**config.mk**
```make
export PLATFORM = sky130hd
export DESIGN_NAME = qdw_write_decoder
export DESIGN_NICKNAME = d
export VERILOG_FILES = /design/src/rtl/qdw_write_decoder.v /design/src/rtl/qdw_sync.v
export VERILOG_INCLUDE_DIRS = /design/src /design/src/rtl
export SDC_FILE = /design/constraint.sdc
export NUM_CORES = 1
export LEC_CHECK = 0
export ABC_AREA = 1
export BUFFER_PORTS_ARGS = -buffer_cell sky130_fd_sc_hd__buf_2
export CORE_MARGIN = 2
export CORE_UTILIZATION = 57
export CTS_CLUSTER_DIAMETER = 120
export CTS_CLUSTER_SIZE = 25
export DETAILED_ROUTE_END_ITERATION = 8
export GPL_TIMING_DRIVEN = 0
export HOLD_SLACK_MARGIN = 0.08
export PLACE_DENSITY = 0.8
export SLEW_MARGIN = 20
export SYNTH_ARGS = -nofsm -noshare
export SYNTH_HDL_FRONTEND = slang
export SYNTH_SLANG_ARGS = --single-unit
```
**constraint.sdc**
```tcl
create_clock -name ref_clk_in -period 1.8 [get_ports ref_clk_in]
set_input_delay 0.18 -clock ref_clk_in [delete_from_list [all_inputs] [get_ports ref_clk_in]]
set_output_delay 0.18 -clock ref_clk_in [all_outputs]
set_load 0.05 [all_outputs]
```
**src/rtl/qdw_regs.vh**
```
// Constants for the quad converter serial write decoder.
// Assumes inclusion by the design files under rtl/.
`ifndef QDW_REGS_VH
`define QDW_REGS_VH
`define QDW_ADDR_FIXED 5'h13
`define QDW_CTRL_PD_BIT 0
`define QDW_CTRL_CH_LSB 1
`define QDW_CTRL_LOAD_LSB 4
`define QDW_LOAD_HOLD 2'h0
`define QDW_LOAD_ONE 2'h1
`define QDW_LOAD_ALL 2'h2
`define QDW_LOAD_BCAST 2'h3
`define QDW_CH_COUNT 4
`define QDW_REG_W 12
`endif

```
**src/rtl/qdw_write_decoder.v**
```verilog
// Serial bus slave receiver write path of a quad 10-bit converter.
// Assumes bus pins sampled on ref_clk_in well above bus clock rate.
//
// Contract
// - A write opens with start, address 1,0,0,1,1,select bits,write bit 0; address, control and data bytes are acked.
// - The byte after the address is the control byte setting mode and channel.
// - Control bit 0 marks following bytes as power-down data when set, conversion data when clear.
// - In data mode high/low byte pairs are taken until stop or repeated start.
// - In power-down mode exactly two bytes are taken, then master ends the transfer.
// - High byte holds data bits 9..2, low byte holds bits 1..0 on top, rest ignored.
// - A channel update applies at the falling clock edge of the ack after the low byte.
// - Load code 00 holds only, 01 also loads the channel output, 10 also loads all outputs.
// - Load code 11 is a broadcast; with select bit 1 at 0 all outputs load from held data.
`timescale 1ns/10ps
`default_nettype none
`include "qdw_regs.vh"
module qdw_write_decoder (
    input wire ref_clk_in,
    input wire rstn_in,
    input wire scl_in,
    input wire sda_in,
    input wire addr_select_high_in,
    input wire addr_select_low_in,
    output reg sda_out,
    output reg sda_oe_out,
    output reg [47:0] channel_holding_register_out,
    output reg [47:0] channel_output_register_out,
    output reg update_out
);
    localparam ST_IDLE = 5'h01;
    localparam ST_ADDR = 5'h02;
    localparam ST_CTRL = 5'h04;
    localparam ST_DATA = 5'h08;
    localparam ST_SKIP = 5'h10;
    wire scl_s;
    wire sda_s;
    wire addr_high_s;
    wire addr_low_s;
    reg scl_d_r;
    reg sda_d_r;
    reg [4:0] state_r;
    reg [3:0] bit_cnt_r;
    reg [7:0] shift_r;
    reg ack_r;
    reg ack_seen_r;
    reg [7:0] ctrl_r;
    reg [7:0] hi_r;
    reg low_phase_r;
    reg pd_done_r;
    reg pend_r;
    reg [9:0] pend_data_r;
    reg [1:0] pend_pd_r;
    reg bcast_r;
    integer i;

    qdw_sync u_scl (
        .ref_clk_in(ref_clk_in),
        .rstn_in(rstn_in),
        .pin_in(scl_in),
        .level_out(scl_s)
    );
    qdw_sync u_sda (
        .ref_clk_in(ref_clk_in),
        .rstn_in(rstn_in),
        .pin_in(sda_in),
        .level_out(sda_s)
    );
    // Straps are pins as well, so they get the same filter
    qdw_sync u_ash (
        .ref_clk_in(ref_clk_in),
        .rstn_in(rstn_in),
        .pin_in(addr_select_high_in),
        .level_out(addr_high_s)
    );
    qdw_sync u_asl (
        .ref_clk_in(ref_clk_in),
        .rstn_in(rstn_in),
        .pin_in(addr_select_low_in),
        .level_out(addr_low_s)
    );

    wire scl_rise = scl_s & ~scl_d_r;
    wire scl_fall = ~scl_s & scl_d_r;
    wire start_det = scl_s & scl_d_r & ~sda_s & sda_d_r;
    wire stop_det = scl_s & scl_d_r & sda_s & ~sda_d_r;
    wire [7:0] rx_byte = {shift_r[6:0], sda_s};
    wire [1:0] load_mode = ctrl_r[`QDW_CTRL_LOAD_LSB+1:`QDW_CTRL_LOAD_LSB];
    wire [1:0] ch_sel = ctrl_r[`QDW_CTRL_CH_LSB+1:`QDW_CTRL_CH_LSB];

    // Address match: fixed part, own select pins, write direction
    function addr_ok;
        input [7:0] b;
        input a1;
        input a0;
        begin
            addr_ok = (b[7:3] == `QDW_ADDR_FIXED) && (b[2] == a1) && (b[1] == a0) && !b[0];
        end
    endfunction

    always @(posedge ref_clk_in or negedge rstn_in) begin
        if (!rstn_in) begin
            scl_d_r <= 1'b1;
            sda_d_r <= 1'b1;
            state_r <= ST_IDLE;
            bit_cnt_r <= 4'h0;
            shift_r <= 8'h00;
            ack_r <= 1'b0;
            ack_seen_r <= 1'b0;
            ctrl_r <= 8'h00;
            hi_r <= 8'h00;
            low_phase_r <= 1'b0;
            pd_done_r <= 1'b0;
            pend_r <= 1'b0;
            pend_data_r <= 10'h000;
            pend_pd_r <= 2'h0;
            bcast_r <= 1'b0;
            sda_out <= 1'b0;
            sda_oe_out <= 1'b0;
            channel_holding_register_out <= 48'h000000000000;
            channel_output_register_out <= 48'h000000000000;
            update_out <= 1'b0;
        end else begin
            scl_d_r <= scl_s;
            sda_d_r <= sda_s;
            update_out <= 1'b0;
            sda_out <= 1'b0;
            if (start_det) begin
                // Repeated start ends any stream and re-reads the address
                state_r <= ST_ADDR;
                bit_cnt_r <= 4'h0;
                ack_r <= 1'b0;
                sda_oe_out <= 1'b0;
                pend_r <= 1'b0;
            end else if (stop_det) begin
                state_r <= ST_IDLE;
                sda_oe_out <= 1'b0;
                ack_r <= 1'b0;
                pend_r <= 1'b0;
            end else if (scl_rise && !ack_r && state_r != ST_IDLE && state_r != ST_SKIP) begin
                shift_r <= rx_byte;
                bit_cnt_r <= bit_cnt_r + 4'h1;
                if (bit_cnt_r == 4'h7) begin
                    bit_cnt_r <= 4'h0;
                    ack_r <= 1'b1;
                    ack_seen_r <= 1'b0;
                    case (state_r)
                        ST_ADDR: begin
                            if (addr_ok(rx_byte, addr_high_s, addr_low_s)) begin
                                state_r <= ST_CTRL;
                            end else begin
                                // Not ours: stay released until next start
                                state_r <= ST_SKIP;
                                ack_r <= 1'b0;
                            end
                        end
                        ST_CTRL: begin
                            ctrl_r <= rx_byte;
                            low_phase_r <= 1'b0;
                            pd_done_r <= 1'b0;
                            state_r <= ST_DATA;
                            // Broadcast refresh needs no data bytes
                            bcast_r <= (rx_byte[5:4] == `QDW_LOAD_BCAST) && !rx_byte[2];
                        end
                        ST_DATA: begin
                            if (pd_done_r) begin
                                // Extra bytes after power-down word go unacked
                                ack_r <= 1'b0;
                                state_r <= ST_SKIP;
                            end else if (!low_phase_r) begin
                                hi_r <= rx_byte;
                                low_phase_r <= 1'b1;
                            end else begin
                                low_phase_r <= 1'b0;
                                pend_r <= 1'b1;
                                pend_data_r <= {hi_r, rx_byte[7:6]};
                                pend_pd_r <= ctrl_r[`QDW_CTRL_PD_BIT] ? hi_r[7:6] : 2'h0;
                                pd_done_r <= ctrl_r[`QDW_CTRL_PD_BIT];
                            end
                        end
                        default: begin
                            state_r <= ST_IDLE;
                        end
                    endcase
                end
            end else if (scl_fall && ack_r) begin
                if (!ack_seen_r) begin
                    // Drive ack low for the ninth clock
                    sda_oe_out <= 1'b1;
                    ack_seen_r <= 1'b1;
                    if (bcast_r) begin
                        bcast_r <= 1'b0;
                        channel_output_register_out <= channel_holding_register_out;
                        update_out <= 1'b1;
                    end
                end else begin
                    sda_oe_out <= 1'b0;
                    ack_r <= 1'b0;
                    if (pend_r) begin
                        // Applied at the falling edge that ends the ack
                        pend_r <= 1'b0;
                        update_out <= 1'b1;
                        for (i = 0; i < `QDW_CH_COUNT; i = i + 1) begin
                            if (load_mode == `QDW_LOAD_BCAST || i == ch_sel) begin
                                channel_holding_register_out[i*12 +: 12] <= {pend_pd_r, pend_data_r};
                            end
                            if (load_mode == `QDW_LOAD_BCAST || (load_mode == `QDW_LOAD_ONE && i == ch_sel)) begin
                                channel_output_register_out[i*12 +: 12] <= {pend_pd_r, pend_data_r};
                            end else if (load_mode == `QDW_LOAD_ALL) begin
                                channel_output_register_out[i*12 +: 12] <= (i == ch_sel) ?
                                    {pend_pd_r, pend_data_r} : channel_holding_register_out[i*12 +: 12];
                            end
                        end
                    end
                end
            end
        end
    end
endmodule
`default_nettype wire

```
**src/rtl/qdw_sync.v**
```verilog
// Three-stage synchroniser with agreement filter for one pin.
// Assumes the pin is asynchronous to ref_clk_in.
`timescale 1ns/10ps
`default_nettype none
module qdw_sync (
    input wire ref_clk_in,
    input wire rstn_in,
    input wire pin_in,
    output reg level_out
);
    reg s1_r;
    reg s2_r;
    reg s3_r;
    always @(posedge ref_clk_in or negedge rstn_in) begin
        if (!rstn_in) begin
            s1_r <= 1'b1;
            s2_r <= 1'b1;
            s3_r <= 1'b1;
            level_out <= 1'b1;
        end else begin
            s1_r <= pin_in;
            s2_r <= s1_r;
            s3_r <= s2_r;
            // Change only once stages two and three agree
            if (s2_r == s3_r) begin
                level_out <= s3_r;
            end
        end
    end
endmodule
`default_nettype wire

```
==> report_table.html, run 1 <==
<table>
<tr><th>Metric</th><th>Value</th></tr>
<tr><th colspan="2">Power</th></tr>
<tr><td>Tot Pwr</td><td>0.00877 W</td></tr>
<tr><td>Power density over the cells</td><td>993 mW/mm^2</td></tr>
<tr><td>Gate power share</td><td>11.7%</td></tr>
<tr><td>Worst VDD drop</td><td>661 uV</td></tr>
<tr><td>Share of total power in sequential cells</td><td>between 40% and 50%</td></tr>
<tr><td>Internal power</td><td>0.00652 W</td></tr>
<tr><td>Net switching power of the design</td><td>0.00225 W</td></tr>
<tr><td>Net Sw Frac</td><td>between 20% and 30%</td></tr>
<tr><td>Clk pwr share</td><td>42.7%</td></tr>
<tr><td>Leakage power of the design</td><td>4.25 nW</td></tr>
<tr><th colspan="2">GRT</th></tr>
<tr><td>Pin count of the biggest net entering global routing</td><td>between 80 and 90</td></tr>
<tr><td>Global Route Usage Sum</td><td>28.0%</td></tr>
<tr><td>Total overflow reported by the global router</td><td>0</td></tr>
<tr><td>Initial antenna violation count</td><td>0</td></tr>
<tr><td>Vias in the first global route</td><td>5542</td></tr>
<tr><td>First-pass GRT wire length</td><td>roughly 28000 um</td></tr>
<tr><th colspan="2">Placement</th></tr>
<tr><td>Instance area at placement</td><td>0.00782 mm^2</td></tr>
<tr><td>Number of buffers inserted by port buffering</td><td>around 100</td></tr>
<tr><td>DP HPWL</td><td>12200 um</td></tr>
<tr><td>Worst-case setup slack after placement</td><td>-0.0907 ns</td></tr>
<tr><td>Global placer's final weighted congestion</td><td>0.911</td></tr>
<tr><th colspan="2">Clocking</th></tr>
<tr><td>TritonCTS sink count</td><td>163</td></tr>
<tr><td>Clock transition at path regs</td><td>0.06 ns</td></tr>
<tr><td>Clock tree from TritonCTS</td><td>built</td></tr>
<tr><td>Number of clock buffers inserted by TritonCTS</td><td>17</td></tr>
<tr><td>Insertion delay to the later sink of the worst-skew pair</td><td>approximately 0.43 ns</td></tr>
<tr><td>Largest buffer count on any clock path</td><td>2</td></tr>
<tr><td>Root cell of the clock tree</td><td>sky130_fd_sc_hd__clkbuf_16</td></tr>
<tr><td>H-tree depth reported by CTS</td><td>4</td></tr>
<tr><th colspan="2">Logic synthesis</th></tr>
<tr><td>Yosys top cell by area</td><td>sky130_fd_sc_hd__dfrtp_1</td></tr>
<tr><td>Number of synthesized flops with an enable pin</td><td>0</td></tr>
<tr><td>Flops &amp; latches, synth</td><td>about 160</td></tr>
<tr><td>Synth cell count leaders</td><td>sky130_fd_sc_hd__nand2_1 (200), sky130_fd_sc_hd__dfrtp_1 (144), sky130_fd_sc_hd__o21ai_0 (92)</td></tr>
<tr><td>Post-synth cell types</td><td>33</td></tr>
<tr><td>Top flip-flop cell by instance count after synthesis</td><td>sky130_fd_sc_hd__dfrtp_1</td></tr>
<tr><td>Share of synthesized registers carrying an async set or reset</td><td>100%</td></tr>
<tr><td>Avg Cell Area, Syn</td><td>around 9.2 um^2</td></tr>
<tr><td>Nets in the synthesized netlist</td><td>772</td></tr>
<tr><td>Fraction of post-synthesis cell area in the top cell type by area</td><td>51.1%</td></tr>
<tr><td>Warnings, synthesis</td><td>0</td></tr>
<tr><td>Top cells by area in the synthesized netlist</td><td>sky130_fd_sc_hd__dfrtp_1 (51%), sky130_fd_sc_hd__nand2_1 (11%), sky130_fd_sc_hd__dfstp_2 (7.1%)</td></tr>
<tr><td>Sequential area share after synthesis</td><td>about three fifths</td></tr>
<tr><td>Post-synthesis instance total</td><td>765</td></tr>
<tr><td>Most common cell in the synthesized netlist</td><td>sky130_fd_sc_hd__nand2_1</td></tr>
<tr><td>Netlist area before placement</td><td>0.00706 mm^2</td></tr>
<tr><th colspan="2">Timing</th></tr>
<tr><td>Final total negative setup slack</td><td>0 ns</td></tr>
<tr><td>Min setup slack post-route</td><td>about 0.036 ns</td></tr>
<tr><td>Count of endpoints failing setup in the final report</td><td>0</td></tr>
<tr><td>Time the final worst path needs with I/O delays and setup</td><td>1.76 ns</td></tr>
<tr><td>Final Cycle Share</td><td>98.0%</td></tr>
<tr><td>RSZ-0062 raised after global routing</td><td>yes</td></tr>
<tr><td>Max transition margin</td><td>58.3%</td></tr>
<tr><td>Number of pins with negative max-slew slack in the final report</td><td>0</td></tr>
<tr><td>Fin. Hold Viols</td><td>0</td></tr>
<tr><td>Post-Route Skew</td><td>0.00651 ns</td></tr>
<tr><td>Max Clock Freq</td><td>0.567 GHz</td></tr>
<tr><td>Worst-Margin Slew</td><td>about 0.63 ns</td></tr>
<tr><th colspan="2">Floorplanning</th></tr>
<tr><td>Number of core rows</td><td>40</td></tr>
<tr><td>Die Width</td><td>115 um</td></tr>
<tr><td>Area of the core</td><td>0.0121 mm^2</td></tr>
<tr><td>Area of the die</td><td>around 0.013 mm^2</td></tr>
<tr><td>Vertical die dimension</td><td>roughly 120 um</td></tr>
<tr><td>I/O pin total</td><td>about 110</td></tr>
<tr><td>Starting density of the core</td><td>58.5%</td></tr>
<tr><th colspan="2">Final layout</th></tr>
<tr><td>Area of all placed cells without fillers</td><td>0.00883 mm^2</td></tr>
<tr><td>Fraction of final layout cells with drive strength greater than 1</td><td>between 20% and 30%</td></tr>
<tr><td>Post-layout nets</td><td>918</td></tr>
<tr><td>Number of inserted diodes</td><td>0</td></tr>
<tr><td>Area delta synth-&gt;final</td><td>25.2%</td></tr>
<tr><td>Count of fill cells added during filler insertion</td><td>904</td></tr>
<tr><th colspan="2">Worst setup path</th></tr>
<tr><td>R2r setup slk</td><td>0.04 ns</td></tr>
<tr><td>Startpoint kind of the worst setup timing path</td><td>flop</td></tr>
<tr><td>Worst path max stage delay</td><td>0.56 ns</td></tr>
<tr><td>Destination of the worst register-to-register timing path</td><td>channel_holding_register_out[45]$_DFFE_PN0P_</td></tr>
<tr><td>Largest fanout of any net on the critical path</td><td>8</td></tr>
<tr><td>R2R depth</td><td>9</td></tr>
<tr><td>Library cell appearing most often on the critical path</td><td>sky130_fd_sc_hd__nand3_4</td></tr>
<tr><td>WP data arrival</td><td>2.07 ns</td></tr>
<tr><td>Crit path capture type</td><td>flop</td></tr>
<tr><td>Data required, critical path</td><td>2.11 ns</td></tr>
<tr><td>RR Startpoint</td><td>u_sda.level_out$_DFFE_PN1N_</td></tr>
<tr><td>CP cell instances</td><td>clkinvlp_4 &gt; nand3_4 &gt; nand2_4 &gt; nor2_4 &gt; buf_12 &gt; nand3_4 &gt; buf_6 &gt; nand2_2 &gt; o21ai_1</td></tr>
<tr><td>Crit Path Class</td><td>flop to flop</td></tr>
<tr><td>Slowest library cell on the worst path</td><td>sky130_fd_sc_hd__dfstp_2</td></tr>
<tr><th colspan="2">Outcome</th></tr>
<tr><td>Status</td><td>finished, final reports clean</td></tr>
<tr><th colspan="2">Route</th></tr>
<tr><td>Iteration-0 DRC count of the detailed router</td><td>583</td></tr>
<tr><td>Total number of vias</td><td>5975</td></tr>
<tr><td>Routed vias/inst</td><td>about 5.5</td></tr>
<tr><td>Post-Route WL</td><td>around 18000 um</td></tr>
<tr><td>First-pass DRT Iterations</td><td>5</td></tr>
<tr><td>Average wire per standard cell</td><td>16.6 um</td></tr>
<tr><td>DRC Markers</td><td>0</td></tr>
<tr><td>Antenna viol nets, final</td><td>0</td></tr>
<tr><th colspan="2">Min path</th></tr>
<tr><td>Tightest Hold Check Type</td><td>input port to async pin</td></tr>
<tr><th colspan="2">Flow run</th></tr>
<tr><td>Max-cap violations</td><td>0</td></tr>
</table>
## cell type report
class	count	area, um^2	share of cell area, %
multi-input cells	507	2630	29.7
repair buffers	128	785	8.88
clock buffers	24	492	5.57
well taps	168	210	2.38
plain buffers	30	243	2.75
flip-flops and latches	163	4100	46.5
inverters	64	250	2.83
clock inverters	8	125	1.42
## metrics by stage
step	utilization, %	std cells	hold WS (ns)
after detailed placement	64.8	1037	0.214
after CTS	71.1	1076	0.353
after floorplan	-	765	-0.116
after global routing	73.2	1092	0.358
after global placement	64.5	1036	0.284
final	73.2	1092	0.343
## metal layers
metal	global-route usage (%)	part of all wire, %	vias to the layer above	wire length [um]
met5	0	0	-	0
li1	-	-	2810	-
met2	46.7	49	280	8930
met4	13.2	3.4	0	621
met1	35.6	40	2839	7300
met3	5.17	6.9	46	1250
## power by group through the flow
| stage | combinational [W] | clock (W) | sequential, W |
|---|---|---|---|
| after floorplan | 0.000568 | 0 | 0.00405 |
| after global placement | 0.000857 | 0 | 0.00404 |
| after detailed placement | 0.000890 | 0 | 0.00405 |
| after CTS | 0.000912 | 0.00377 | 0.00399 |
| after global routing | 0.00114 | 0.00393 | 0.00402 |
| final | 0.00103 | 0.00375 | 0.00399 |
## state kept, by name, summed over array words and instances (netlist names), 2 cells and up
register	count
channel_holding_register_out	48
state_r	5
shift_r	7
channel_output_register_out	48
ctrl_r	5
bit_cnt_r	4
hi_r	8
pend_pd_r	2
pend_data_r	10
## layout by cell type, fill, tap and decap left out, types with 29 or more instances in the layout
| cell type | n |
|---|---|
| sky130_fd_sc_hd__nand3_1 | 34 |
| sky130_fd_sc_hd__a21oi_1 | 39 |
| sky130_fd_sc_hd__buf_2 | 108 |
| sky130_fd_sc_hd__o21ai_1 | 29 |
| sky130_fd_sc_hd__o21ai_0 | 66 |
| sky130_fd_sc_hd__nor2_1 | 49 |
| sky130_fd_sc_hd__dfrtp_1 | 143 |
| sky130_fd_sc_hd__inv_1 | 58 |
| sky130_fd_sc_hd__nand2_1 | 190 |
## worst max-delay path: cells and delay by family (launching register included)
kind,cells,cell delay [ns]
compound gates,1,0.06
simple gates,5,0.54
flops,1,0.56
buf+inv,3,0.47
## how the worst max path moves through the flow
stage | slack [ns] | cells past startpoint | endpoint | start
3_3_place_gp | -1.78 | 1 | state_r[2]$_DFFE_PN0P_ | rstn_in
4_1_cts | -0.008 | 9 | channel_holding_register_out[45]$_DFFE_PN0P_ | u_sda.level_out$_DFFE_PN1N_
2_1_floorplan | 0.22 | 7 | hi_r[6]$_DFFE_PN0P_ | u_scl.level_out$_DFFE_PN1N_
5_1_grt | -0.09 | 6 | ctrl_r[0]$_DFFE_PN0P_ | u_scl.level_out$_DFFE_PN1N_
3_5_place_dp | -0.09 | 8 | channel_holding_register_out[42]$_DFFE_PN0P_ | u_sda.level_out$_DFFE_PN1N_
6_report | 0.04 | 9 | channel_holding_register_out[45]$_DFFE_PN0P_ | u_sda.level_out$_DFFE_PN1N_
## cell families after synthesis
logic type / after synthesis / synth area share (%)
other: 1 / 0.0531
AOI/OAI and AO/OA: 189 / 16.0
xor gates and xnor gates: 1 / 0.124
DFF: 163 / 58.1
and+or+nand+nor: 311 / 18.8
buffers and inverters: 95 / 6.22
adders and majority gates: 5 / 0.745
## timing repair
| action | 4_1_cts | 5_1_grt |
|---|---|---|
| hold buffers | 5 | 0 |
| buffers inserted | 3 | 14 |
| endpoints found under the hold margin | 88 | 0 |
| endpoints found under the setup margin | 59 | 111 |
| pin swaps | 3 | 5 |
| gates resized for setup | 12 | 65 |
| cloned | 0 | 2 |
No activity file was read; power rests on OpenSTA's default activity.
==> run 2: changes to the inputs <==
--- a/config.mk
+++ b/config.mk
@@ -8,6 +8,7 @@
 export LEC_CHECK = 0
 export ABC_AREA = 1
 export BUFFER_PORTS_ARGS = -buffer_cell sky130_fd_sc_hd__buf_2
+export CORE_ASPECT_RATIO = 0.8
 export CORE_MARGIN = 2
 export CORE_UTILIZATION = 57
 export CTS_CLUSTER_DIAMETER = 120
@@ -16,6 +17,7 @@
 export GPL_TIMING_DRIVEN = 0
 export HOLD_SLACK_MARGIN = 0.08
 export PLACE_DENSITY = 0.8
+export REMOVE_ABC_BUFFERS = 1
 export SLEW_MARGIN = 20
 export SYNTH_ARGS = -nofsm -noshare
 export SYNTH_HDL_FRONTEND = slang
==> run 2 against run 1 <==
- the flow now finishes with violations (setup timing)
- setup slack worse by 0.072 ns
- non-clock buffer count down 4
- maximum frequency decreased by 3.9%
==> report_table.html, run 2 (same netlist as run 1, synthesis figures left out) <==
<table>
<tr><th>Metric</th><th>Value</th></tr>
<tr><th colspan="2">Outcome</th></tr>
<tr><td>Status</td><td>finished, violations left (was finished, final reports clean)</td></tr>
<tr><td>Violated checks</td><td>setup timing</td></tr>
<tr><th colspan="2">Placement</th></tr>
<tr><td>DP HPWL</td><td>10700 um (was 12200 um)</td></tr>
<tr><td>Worst-case setup slack after placement</td><td>-0.745 ns (was -0.0907 ns)</td></tr>
<tr><td>Number of buffers inserted by port buffering</td><td>103 (unchanged)</td></tr>
<tr><td>Global placer's final weighted congestion</td><td>0.846 (was 0.911)</td></tr>
<tr><th colspan="2">Timing</th></tr>
<tr><td>Time the final worst path needs with I/O delays and setup</td><td>1.84 ns (was 1.76 ns)</td></tr>
<tr><td>Max Clock Freq</td><td>0.545 GHz (was 0.567 GHz)</td></tr>
<tr><td>Max transition margin</td><td>59.9% (was 58.3%)</td></tr>
<tr><td>Post-Route Skew</td><td>0.0132 ns (was 0.00651 ns)</td></tr>
<tr><td>RSZ-0062 raised after global routing</td><td>yes (unchanged)</td></tr>
<tr><td>Number of pins with negative max-slew slack in the final report</td><td>0 (unchanged)</td></tr>
<tr><td>Fin. Hold Viols</td><td>0 (unchanged)</td></tr>
<tr><td>Final total negative setup slack</td><td>-0.137 ns (was 0 ns)</td></tr>
<tr><td>Min setup slack post-route</td><td>-0.0364 ns (was 0.0358 ns)</td></tr>
<tr><td>Worst-Margin Slew</td><td>0.602 ns (was 0.625 ns)</td></tr>
<tr><td>Final Cycle Share</td><td>102% (was 98.0%)</td></tr>
<tr><td>Count of endpoints failing setup in the final report</td><td>10 (was 0)</td></tr>
<tr><th colspan="2">Route</th></tr>
<tr><td>First-pass DRT Iterations</td><td>7 (was 5)</td></tr>
<tr><td>Routed wire length on met3</td><td>2860 um (was 1250 um)</td></tr>
<tr><td>Total number of vias</td><td>6723 (was 5975)</td></tr>
<tr><td>Met1 layer wirelength in the final routing</td><td>8660 um (was 7300 um)</td></tr>
<tr><td>Highest layer used for signal routing</td><td>met4 (unchanged)</td></tr>
<tr><td>Average wire per standard cell</td><td>21.2 um (was 16.6 um)</td></tr>
<tr><td>Routed length on met2</td><td>10300 um (was 8930 um)</td></tr>
<tr><td>Antenna viol nets, final</td><td>0 (unchanged)</td></tr>
<tr><td>Post-Route WL</td><td>23000 um (was 18100 um)</td></tr>
<tr><td>DRC Markers</td><td>0 (unchanged)</td></tr>
<tr><td>Routed vias/inst</td><td>6.20 (was 5.47)</td></tr>
<tr><td>Iteration-0 DRC count of the detailed router</td><td>1035 (was 583)</td></tr>
<tr><th colspan="2">Worst setup path</th></tr>
<tr><td>CP cell instances</td><td>clkinvlp_4 &gt; nand3_4 &gt; nand2_8 &gt; nor2_4 &gt; buf_12 &gt; nand3_4 &gt; o21ai_0 (was clkinvlp_4 &gt; nand3_4 &gt; nand2_4 &gt; nor2_4 &gt; buf_12 &gt; nand3_4 &gt; buf_6 &gt; nand2_2 &gt; o21ai_1)</td></tr>
<tr><td>Largest fanout of any net on the critical path</td><td>12 (was 8)</td></tr>
<tr><td>Launching instance or port of the critical path</td><td>u_sda.level_out$_DFFE_PN1N_ (unchanged)</td></tr>
<tr><td>Crit Path Class</td><td>flop to flop (unchanged)</td></tr>
<tr><td>Crit path capture type</td><td>flop (unchanged)</td></tr>
<tr><td>RR Startpoint</td><td>u_sda.level_out$_DFFE_PN1N_ (unchanged)</td></tr>
<tr><td>WP data arrival</td><td>2.17 ns (was 2.07 ns)</td></tr>
<tr><td>Library cell appearing most often on the critical path</td><td>sky130_fd_sc_hd__nand3_4 (unchanged)</td></tr>
<tr><td>Startpoint kind of the worst setup timing path</td><td>flop (unchanged)</td></tr>
<tr><td>Worst path max stage delay</td><td>0.57 ns (was 0.56 ns)</td></tr>
<tr><td>Family of cells with the greatest summed delay on the critical path</td><td>flip-flops (unchanged)</td></tr>
<tr><td>Number of buffer and inverter stages on the critical path</td><td>2 (was 3)</td></tr>
<tr><td>Slowest library cell on the worst path</td><td>sky130_fd_sc_hd__dfstp_2 (unchanged)</td></tr>
<tr><td>Data required, critical path</td><td>2.13 ns (was 2.11 ns)</td></tr>
<tr><th colspan="2">Flow run</th></tr>
<tr><td>Max-cap violations</td><td>0 (unchanged)</td></tr>
<tr><th colspan="2">GRT</th></tr>
<tr><td>Initial antenna violation count</td><td>0 (unchanged)</td></tr>
<tr><td>Global Route Usage Sum</td><td>31.6% (was 28.0%)</td></tr>
<tr><td>Total overflow reported by the global router</td><td>0 (unchanged)</td></tr>
<tr><td>Vias in the first global route</td><td>5812 (was 5542)</td></tr>
<tr><td>First-pass GRT wire length</td><td>31700 um (was 28200 um)</td></tr>
<tr><td>Pin count of the biggest net entering global routing</td><td>85 (was 86)</td></tr>
<tr><th colspan="2">Clocking</th></tr>
<tr><td>H-tree depth reported by CTS</td><td>4 (unchanged)</td></tr>
<tr><td>Number of clock buffers inserted by TritonCTS</td><td>17 (unchanged)</td></tr>
<tr><td>Root cell of the clock tree</td><td>sky130_fd_sc_hd__clkbuf_16 (unchanged)</td></tr>
<tr><td>Clock transition at path regs</td><td>0.06 ns (about the same)</td></tr>
<tr><td>TritonCTS sink count</td><td>163 (unchanged)</td></tr>
<tr><td>Clock tree from TritonCTS</td><td>built (unchanged)</td></tr>
<tr><td>Largest buffer count on any clock path</td><td>2 (unchanged)</td></tr>
<tr><td>Insertion delay to the later sink of the worst-skew pair</td><td>0.44 ns (was 0.43 ns)</td></tr>
<tr><th colspan="2">Power</th></tr>
<tr><td>Share of total power in sequential cells</td><td>44.6% (was 45.5%)</td></tr>
<tr><td>Internal power</td><td>0.00642 W (was 0.00652 W)</td></tr>
<tr><td>Net switching power of the design</td><td>0.00259 W (was 0.00225 W)</td></tr>
<tr><td>Worst VDD drop</td><td>758 uV (was 661 uV)</td></tr>
<tr><td>Power density over the cells</td><td>992 mW/mm^2 (was 993 mW/mm^2)</td></tr>
<tr><td>Leakage power of the design</td><td>4.26 nW (was 4.25 nW)</td></tr>
<tr><td>Net Sw Frac</td><td>28.8% (was 25.7%)</td></tr>
<tr><td>Gate power share</td><td>12.6% (was 11.7%)</td></tr>
<tr><td>Clk pwr share</td><td>42.8% (was 42.7%)</td></tr>
<tr><th colspan="2">Floorplanning</th></tr>
<tr><td>Die Width</td><td>128 um (was 115 um)</td></tr>
<tr><td>Area of the die</td><td>0.0133 mm^2 (about the same)</td></tr>
<tr><td>Area of the core</td><td>0.0121 mm^2 (about the same)</td></tr>
<tr><td>Number of core rows</td><td>36 (was 40)</td></tr>
<tr><td>Vertical die dimension</td><td>104 um (was 115 um)</td></tr>
<tr><td>Starting density of the core</td><td>58.3% (was 58.5%)</td></tr>
<tr><td>I/O pin total</td><td>105 (unchanged)</td></tr>
<tr><th colspan="2">Final layout</th></tr>
<tr><td>Number of inserted diodes</td><td>0 (unchanged)</td></tr>
<tr><td>Count of fill cells added during filler insertion</td><td>764 (was 904)</td></tr>
<tr><td>Leading cell types in the layout, fill and taps excluded</td><td>sky130_fd_sc_hd__nand2_1 (189), sky130_fd_sc_hd__dfrtp_1 (141), sky130_fd_sc_hd__buf_2 (103) (was sky130_fd_sc_hd__nand2_1 (190), sky130_fd_sc_hd__dfrtp_1 (143), sky130_fd_sc_hd__buf_2 (108))</td></tr>
<tr><td>Leading cell type in the layout, fill and taps excluded</td><td>sky130_fd_sc_hd__nand2_1 (unchanged)</td></tr>
<tr><td>Fraction of final layout cells with drive strength greater than 1</td><td>30.2% (was 28.2%)</td></tr>
<tr><td>Area delta synth-&gt;final</td><td>28.7% (was 25.2%)</td></tr>
<tr><td>Post-layout nets</td><td>926 (was 918)</td></tr>
<tr><td>Largest registers</td><td>channel_holding_register_out: 48 flops, channel_output_register_out: 48 flops, pend_data_r: 10 flops (unchanged)</td></tr>
<tr><th colspan="2">Min path</th></tr>
<tr><td>Tightest Hold Check Type</td><td>input port to async pin (unchanged)</td></tr>
</table>
==> run 2: changes by cell type in the layout (fill, tap and decap cells not counted), sizes merged <==
| cell | previous run | this run |
|---|---|---|
| a21oi | 44 | 46 |
| buf | 145 | 149 |
| clkbuf | 32 | 17 |
| clkinvlp | 3 | 5 |
| inv | 63 | 68 |
| nand2 | 209 | 211 |
| nand3 | 40 | 48 |
==> run 2: final cells by class <==
type                            count  area (um^2)  share of cell area, %
Sequential cell                   163         4110                   45.2
Multi-Input combinational cell    519         2890                   31.8
Timing Repair Buffer              154         1020                   11.2
Clock buffer                       17          425                   4.68
Inverter                           64          259                   2.85
Clock inverter                     15          193                   2.12
Tap cell                          152          190                   2.09
==> run 2: routing by layer <==
| layer | track usage, % | vias up |
|---|---|---|
| li1 | - | 2840 |
| met1 | 44.3 | 3137 |
| met2 | 45.9 | 597 |
| met3 | 10.2 | 149 |
| met4 | 12.2 | 0 |
| met5 | 0 | - |
==> run 2: final timing paths <==
check                                                               end  slack (ns)  cells past startpoint
max                        channel_holding_register_out[30]$_DFFE_PN0P_       -0.04                      7
min                                                 hi_r[2]$_DFFE_PN0P_        0.33                      2
max reg2reg                channel_holding_register_out[30]$_DFFE_PN0P_       -0.04                      7
min reg2reg                                        u_sda.s2_r$_DFF_PN1_        0.36                      0
max in group asynchronous                          u_scl.s3_r$_DFF_PN1_        0.66                      3
min in group ref_clk_in                            u_sda.s2_r$_DFF_PN1_        0.36                      0
==> run 2: power groups by stage <==
stage / combinational (W) / clock (W) / sequential [W]
floorplan: 0.000505 / 0 / 0.00408
global placement: 0.000729 / 0 / 0.00411
detailed placement: 0.000759 / 0 / 0.00412
CTS: 0.000944 / 0.00382 / 0.00402
global route: 0.00121 / 0.00402 / 0.00404
finish: 0.00114 / 0.00386 / 0.00402
==> run 2: timing repair <==
| item | in CTS | in global routing |
|---|---|---|
| hold endpoints to repair | 80 | 0 |
| hold buffers | 5 | 0 |
| gates cloned | 8 | 4 |
| gates resized for setup | 37 | 37 |
| endpoints found under the setup margin | 124 | 127 |
| buffers inserted | 23 | 22 |
| pin swaps | 11 | 16 |
==> run 2: metrics by stage <==
stage / total power (W) / cell area, um^2 / util (%) / instances / hold slack, ns
after floorplan: 0.00459 / 6860 / - / 734 / -0.116
after global placement: 0.00484 / 7560 / 62.4 / 989 / 0.286
after detailed placement: 0.00488 / 7600 / 62.8 / 990 / 0.208
after CTS: 0.00879 / 8730 / 72.1 / 1058 / 0.355
after global routing: 0.00927 / 9080 / 75.0 / 1084 / 0.358
final: 0.00901 / 9080 / 75.0 / 1084 / 0.325
==> run 3: changes to the inputs <==
--- a/config.mk
+++ b/config.mk
@@ -18,6 +18,7 @@
 export HOLD_SLACK_MARGIN = 0.08
 export PLACE_DENSITY = 0.8
 export REMOVE_ABC_BUFFERS = 1
+export SKIP_CTS_REPAIR_TIMING = 1
 export SLEW_MARGIN = 20
 export SYNTH_ARGS = -nofsm -noshare
 export SYNTH_HDL_FRONTEND = slang
==> run 3 against run 2 <==
- clock skew is 0.0023 ns lower
- die area stayed put
- design area increased by 2.6%
- via count increased by 4.6%
- sequential power is essentially flat
- largest cell class unchanged
- wire length increased by 8.7%
- critical path type unchanged
- the run still ends with setup timing left
- critical endpoint is now channel_output_register_out[13]$_DFFE_PN0P_
==> report_table.html, run 3 (same netlist as run 1, synthesis figures left out) <==
<table>
<tr><th>Metric</th><th>Value</th></tr>
<tr><th colspan="2">Outcome</th></tr>
<tr><td>Status</td><td>finished, violations left (unchanged)</td></tr>
<tr><td>Violated checks</td><td>setup timing (unchanged)</td></tr>
<tr><th colspan="2">Worst setup path</th></tr>
<tr><td>Worst path max stage delay</td><td>0.46 ns (was 0.57 ns)</td></tr>
<tr><td>Crit Path Class</td><td>flop to flop (unchanged)</td></tr>
<tr><td>R2r setup slk</td><td>-0.15 ns (was -0.04 ns)</td></tr>
<tr><td>Data required, critical path</td><td>2.14 ns (was 2.13 ns)</td></tr>
<tr><td>Library cell appearing most often on the critical path</td><td>sky130_fd_sc_hd__nand2_2 (was sky130_fd_sc_hd__nand3_4)</td></tr>
<tr><td>Crit path capture type</td><td>flop (unchanged)</td></tr>
<tr><td>Largest fanout of any net on the critical path</td><td>12 (unchanged)</td></tr>
<tr><td>Slowest library cell on the worst path</td><td>sky130_fd_sc_hd__dfrtp_1 (was sky130_fd_sc_hd__dfstp_2)</td></tr>
<tr><td>Startpoint kind of the worst setup timing path</td><td>flop (unchanged)</td></tr>
<tr><td>WP data arrival</td><td>2.29 ns (was 2.17 ns)</td></tr>
<tr><td>CP cell instances</td><td>inv_1 &gt; nand2_2 &gt; nand2_8 &gt; nand2_2 &gt; a21oi_4 &gt; buf_12 &gt; nor2_1 &gt; a31oi_1 (was clkinvlp_4 &gt; nand3_4 &gt; nand2_8 &gt; nor2_4 &gt; buf_12 &gt; nand3_4 &gt; o21ai_0)</td></tr>
<tr><th colspan="2">Timing</th></tr>
<tr><td>Post-Route Skew</td><td>0.0109 ns (was 0.0132 ns)</td></tr>
<tr><td>RSZ-0062 raised after global routing</td><td>yes (unchanged)</td></tr>
<tr><td>Fin. Hold Viols</td><td>0 (unchanged)</td></tr>
<tr><td>Final Cycle Share</td><td>108% (was 102%)</td></tr>
<tr><td>Worst-case hold slack</td><td>0.326 ns (was 0.325 ns)</td></tr>
<tr><td>Number of pins with negative max-slew slack in the final report</td><td>0 (unchanged)</td></tr>
<tr><td>Min setup slack post-route</td><td>-0.146 ns (was -0.0364 ns)</td></tr>
<tr><td>Max transition margin</td><td>59.4% (was 59.9%)</td></tr>
<tr><td>Count of endpoints failing setup in the final report</td><td>58 (was 10)</td></tr>
<tr><td>Max Clock Freq</td><td>0.514 GHz (was 0.545 GHz)</td></tr>
<tr><td>Worst-Margin Slew</td><td>0.610 ns (was 0.602 ns)</td></tr>
<tr><td>Time the final worst path needs with I/O delays and setup</td><td>1.95 ns (was 1.84 ns)</td></tr>
<tr><th colspan="2">Power</th></tr>
<tr><td>Net switching power of the design</td><td>0.00264 W (was 0.00259 W)</td></tr>
<tr><td>Clk pwr share</td><td>42.6% (was 42.8%)</td></tr>
<tr><td>Internal power</td><td>0.00645 W (was 0.00642 W)</td></tr>
<tr><td>Leakage power of the design</td><td>4.34 nW (was 4.26 nW)</td></tr>
<tr><td>Gate power share</td><td>13.1% (was 12.6%)</td></tr>
<tr><td>Power density over the cells</td><td>976 mW/mm^2 (was 992 mW/mm^2)</td></tr>
<tr><td>Net Sw Frac</td><td>29.1% (was 28.8%)</td></tr>
<tr><td>Worst VDD drop</td><td>765 uV (was 758 uV)</td></tr>
<tr><td>Share of total power in sequential cells</td><td>44.3% (was 44.6%)</td></tr>
<tr><th colspan="2">Final layout</th></tr>
<tr><td>Number of standard cells in the final layout excluding fillers</td><td>1092 (was 1084)</td></tr>
<tr><td>Post-layout nets</td><td>934 (was 926)</td></tr>
<tr><td>Leading cell types in the layout, fill and taps excluded</td><td>sky130_fd_sc_hd__nand2_1 (174), sky130_fd_sc_hd__dfrtp_1 (141), sky130_fd_sc_hd__buf_2 (102) (was sky130_fd_sc_hd__nand2_1 (189), sky130_fd_sc_hd__dfrtp_1 (141), sky130_fd_sc_hd__buf_2 (103))</td></tr>
<tr><td>Largest registers</td><td>channel_holding_register_out: 48 flops, channel_output_register_out: 48 flops, pend_data_r: 10 flops (unchanged)</td></tr>
<tr><td>Area delta synth-&gt;final</td><td>32.1% (was 28.7%)</td></tr>
<tr><td>Fraction of final layout cells with drive strength greater than 1</td><td>33.0% (was 30.2%)</td></tr>
<tr><td>Number of inserted diodes</td><td>0 (unchanged)</td></tr>
<tr><td>Leading cell type in the layout, fill and taps excluded</td><td>sky130_fd_sc_hd__nand2_1 (unchanged)</td></tr>
<tr><th colspan="2">GRT</th></tr>
<tr><td>Pin count of the biggest net entering global routing</td><td>85 (unchanged)</td></tr>
<tr><td>Total overflow reported by the global router</td><td>0 (unchanged)</td></tr>
<tr><td>Initial antenna violation count</td><td>0 (unchanged)</td></tr>
<tr><td>First-pass GRT wire length</td><td>27200 um (was 31700 um)</td></tr>
<tr><td>Vias in the first global route</td><td>5215 (was 5812)</td></tr>
<tr><td>Global Route Usage Sum</td><td>26.3% (was 31.6%)</td></tr>
<tr><th colspan="2">Placement</th></tr>
<tr><td>Number of buffers inserted by port buffering</td><td>103 (unchanged)</td></tr>
<tr><td>Worst-case setup slack after placement</td><td>-0.745 ns (unchanged)</td></tr>
<tr><td>Post-Place Cells</td><td>990 (unchanged)</td></tr>
<tr><td>Global placer's final weighted congestion</td><td>0.846 (unchanged)</td></tr>
<tr><td>DP HPWL</td><td>10700 um (unchanged)</td></tr>
<tr><th colspan="2">Flow run</th></tr>
<tr><td>Max-cap violations</td><td>0 (unchanged)</td></tr>
<tr><th colspan="2">Route</th></tr>
<tr><td>Post-Route WL</td><td>24900 um (was 23000 um)</td></tr>
<tr><td>Routed vias/inst</td><td>6.44 (was 6.20)</td></tr>
<tr><td>First-pass DRT Iterations</td><td>7 (unchanged)</td></tr>
<tr><td>Total number of vias</td><td>7030 (was 6723)</td></tr>
<tr><td>Average wire per standard cell</td><td>22.8 um (was 21.2 um)</td></tr>
<tr><td>Iteration-0 DRC count of the detailed router</td><td>1173 (was 1035)</td></tr>
<tr><td>DRC Markers</td><td>0 (unchanged)</td></tr>
<tr><td>Antenna viol nets, final</td><td>0 (unchanged)</td></tr>
<tr><th colspan="2">Floorplanning</th></tr>
<tr><td>Die Width</td><td>128 um (unchanged)</td></tr>
<tr><td>Starting density of the core</td><td>58.3% (unchanged)</td></tr>
<tr><td>I/O pin total</td><td>105 (unchanged)</td></tr>
<tr><td>Vertical die dimension</td><td>104 um (unchanged)</td></tr>
<tr><td>Area of the die</td><td>0.0133 mm^2 (unchanged)</td></tr>
<tr><td>Area of the core</td><td>0.0121 mm^2 (unchanged)</td></tr>
<tr><td>Number of core rows</td><td>36 (unchanged)</td></tr>
<tr><th colspan="2">Min path</th></tr>
<tr><td>Tightest Hold Check Type</td><td>input port to async pin (unchanged)</td></tr>
<tr><th colspan="2">Clocking</th></tr>
<tr><td>H-tree depth reported by CTS</td><td>4 (unchanged)</td></tr>
<tr><td>Insertion delay to the later sink of the worst-skew pair</td><td>0.43 ns (was 0.44 ns)</td></tr>
<tr><td>TritonCTS sink count</td><td>163 (unchanged)</td></tr>
<tr><td>Largest buffer count on any clock path</td><td>2 (unchanged)</td></tr>
<tr><td>Number of clock buffers inserted by TritonCTS</td><td>17 (unchanged)</td></tr>
<tr><td>Clock tree from TritonCTS</td><td>built (unchanged)</td></tr>
<tr><td>Root cell of the clock tree</td><td>sky130_fd_sc_hd__clkbuf_16 (unchanged)</td></tr>
<tr><td>Clock transition at path regs</td><td>0.07 ns (was 0.06 ns)</td></tr>
</table>
==> run 3: cell count changes in the layout (fill, tap and decap cells not counted), moves of 3 or more <==
cell	previous run	this run
sky130_fd_sc_hd__nand2_1	189	174
sky130_fd_sc_hd__nand2_2	12	27
sky130_fd_sc_hd__nand2_4	5	8
sky130_fd_sc_hd__nand3_4	14	20
sky130_fd_sc_hd__o21ai_0	79	61
sky130_fd_sc_hd__o21ai_1	17	30
sky130_fd_sc_hd__o21ai_2	16	21
==> run 3: cell type report <==
type                       instances  area, um^2
sequential                       163        4110
multi-input combinational        526        3050
fill                             718        2800
timing repair buffer             154        1070
clock buffer                      17         425
inverter                          64         269
clock inverter                    15         193
tap                              152         190
timing repair inverter             1        5.00
==> run 3: final timing paths <==
check / start / to / depth (start not counted)
min: rstn_in / hi_r[2]$_DFFE_PN0P_ / 2
min in group ref_clk_in: u_sda.s1_r$_DFF_PN1_ / u_sda.s2_r$_DFF_PN1_ / 0
min reg2reg: u_sda.s1_r$_DFF_PN1_ / u_sda.s2_r$_DFF_PN1_ / 0
max reg2reg: ctrl_r[2]$_DFFE_PN0P_ / channel_output_register_out[13]$_DFFE_PN0P_ / 8
max: ctrl_r[2]$_DFFE_PN0P_ / channel_output_register_out[13]$_DFFE_PN0P_ / 8
max in group asynchronous: rstn_in / u_scl.level_out$_DFFE_PN1N_ / 3
==> run 3: per-layer routing <==
metal | track usage [%] | wire length (um) | vias to the layer above
li1 | - | - | 2883
met1 | 39.7 | 8980 | 3280
met2 | 37.2 | 10600 | 682
met3 | 7.90 | 3710 | 185
met4 | 7.61 | 1620 | 0
met5 | 0 | 0 | -
==> run 3: metrics by stage <==
stage | util, % | TNS, ns | instance area, um^2 | total power [W]
global route | 76.9 | -6.27 | 9320 | 0.00932
floorplan | - | -14.76 | 6860 | 0.00459
detailed placement | 62.8 | -56.43 | 7600 | 0.00488
finish | 76.9 | -2.11 | 9320 | 0.00909
global placement | 62.4 | -383.78 | 7560 | 0.00484
CTS | 67.9 | -59.78 | 8220 | 0.00864
==> run 3: worst max-delay path: cells and delay by family (launching register included) <==
kind	cells	cell delay, ns
buffers and inverters	2	0.33
AOI/OAI and AO/OA	2	0.40
and+or+nand+nor	4	0.65
DFF	1	0.46
==> run 3: power groups by stage <==
stage	logic, W	clock network [W]	registers [W]
after global placement	0.000729	0	0.00411
after global routing	0.00126	0.00402	0.00404
after detailed placement	0.000759	0	0.00412
after CTS	0.000766	0.00382	0.00405
after floorplan	0.000505	0	0.00408
final	0.00119	0.00388	0.00403
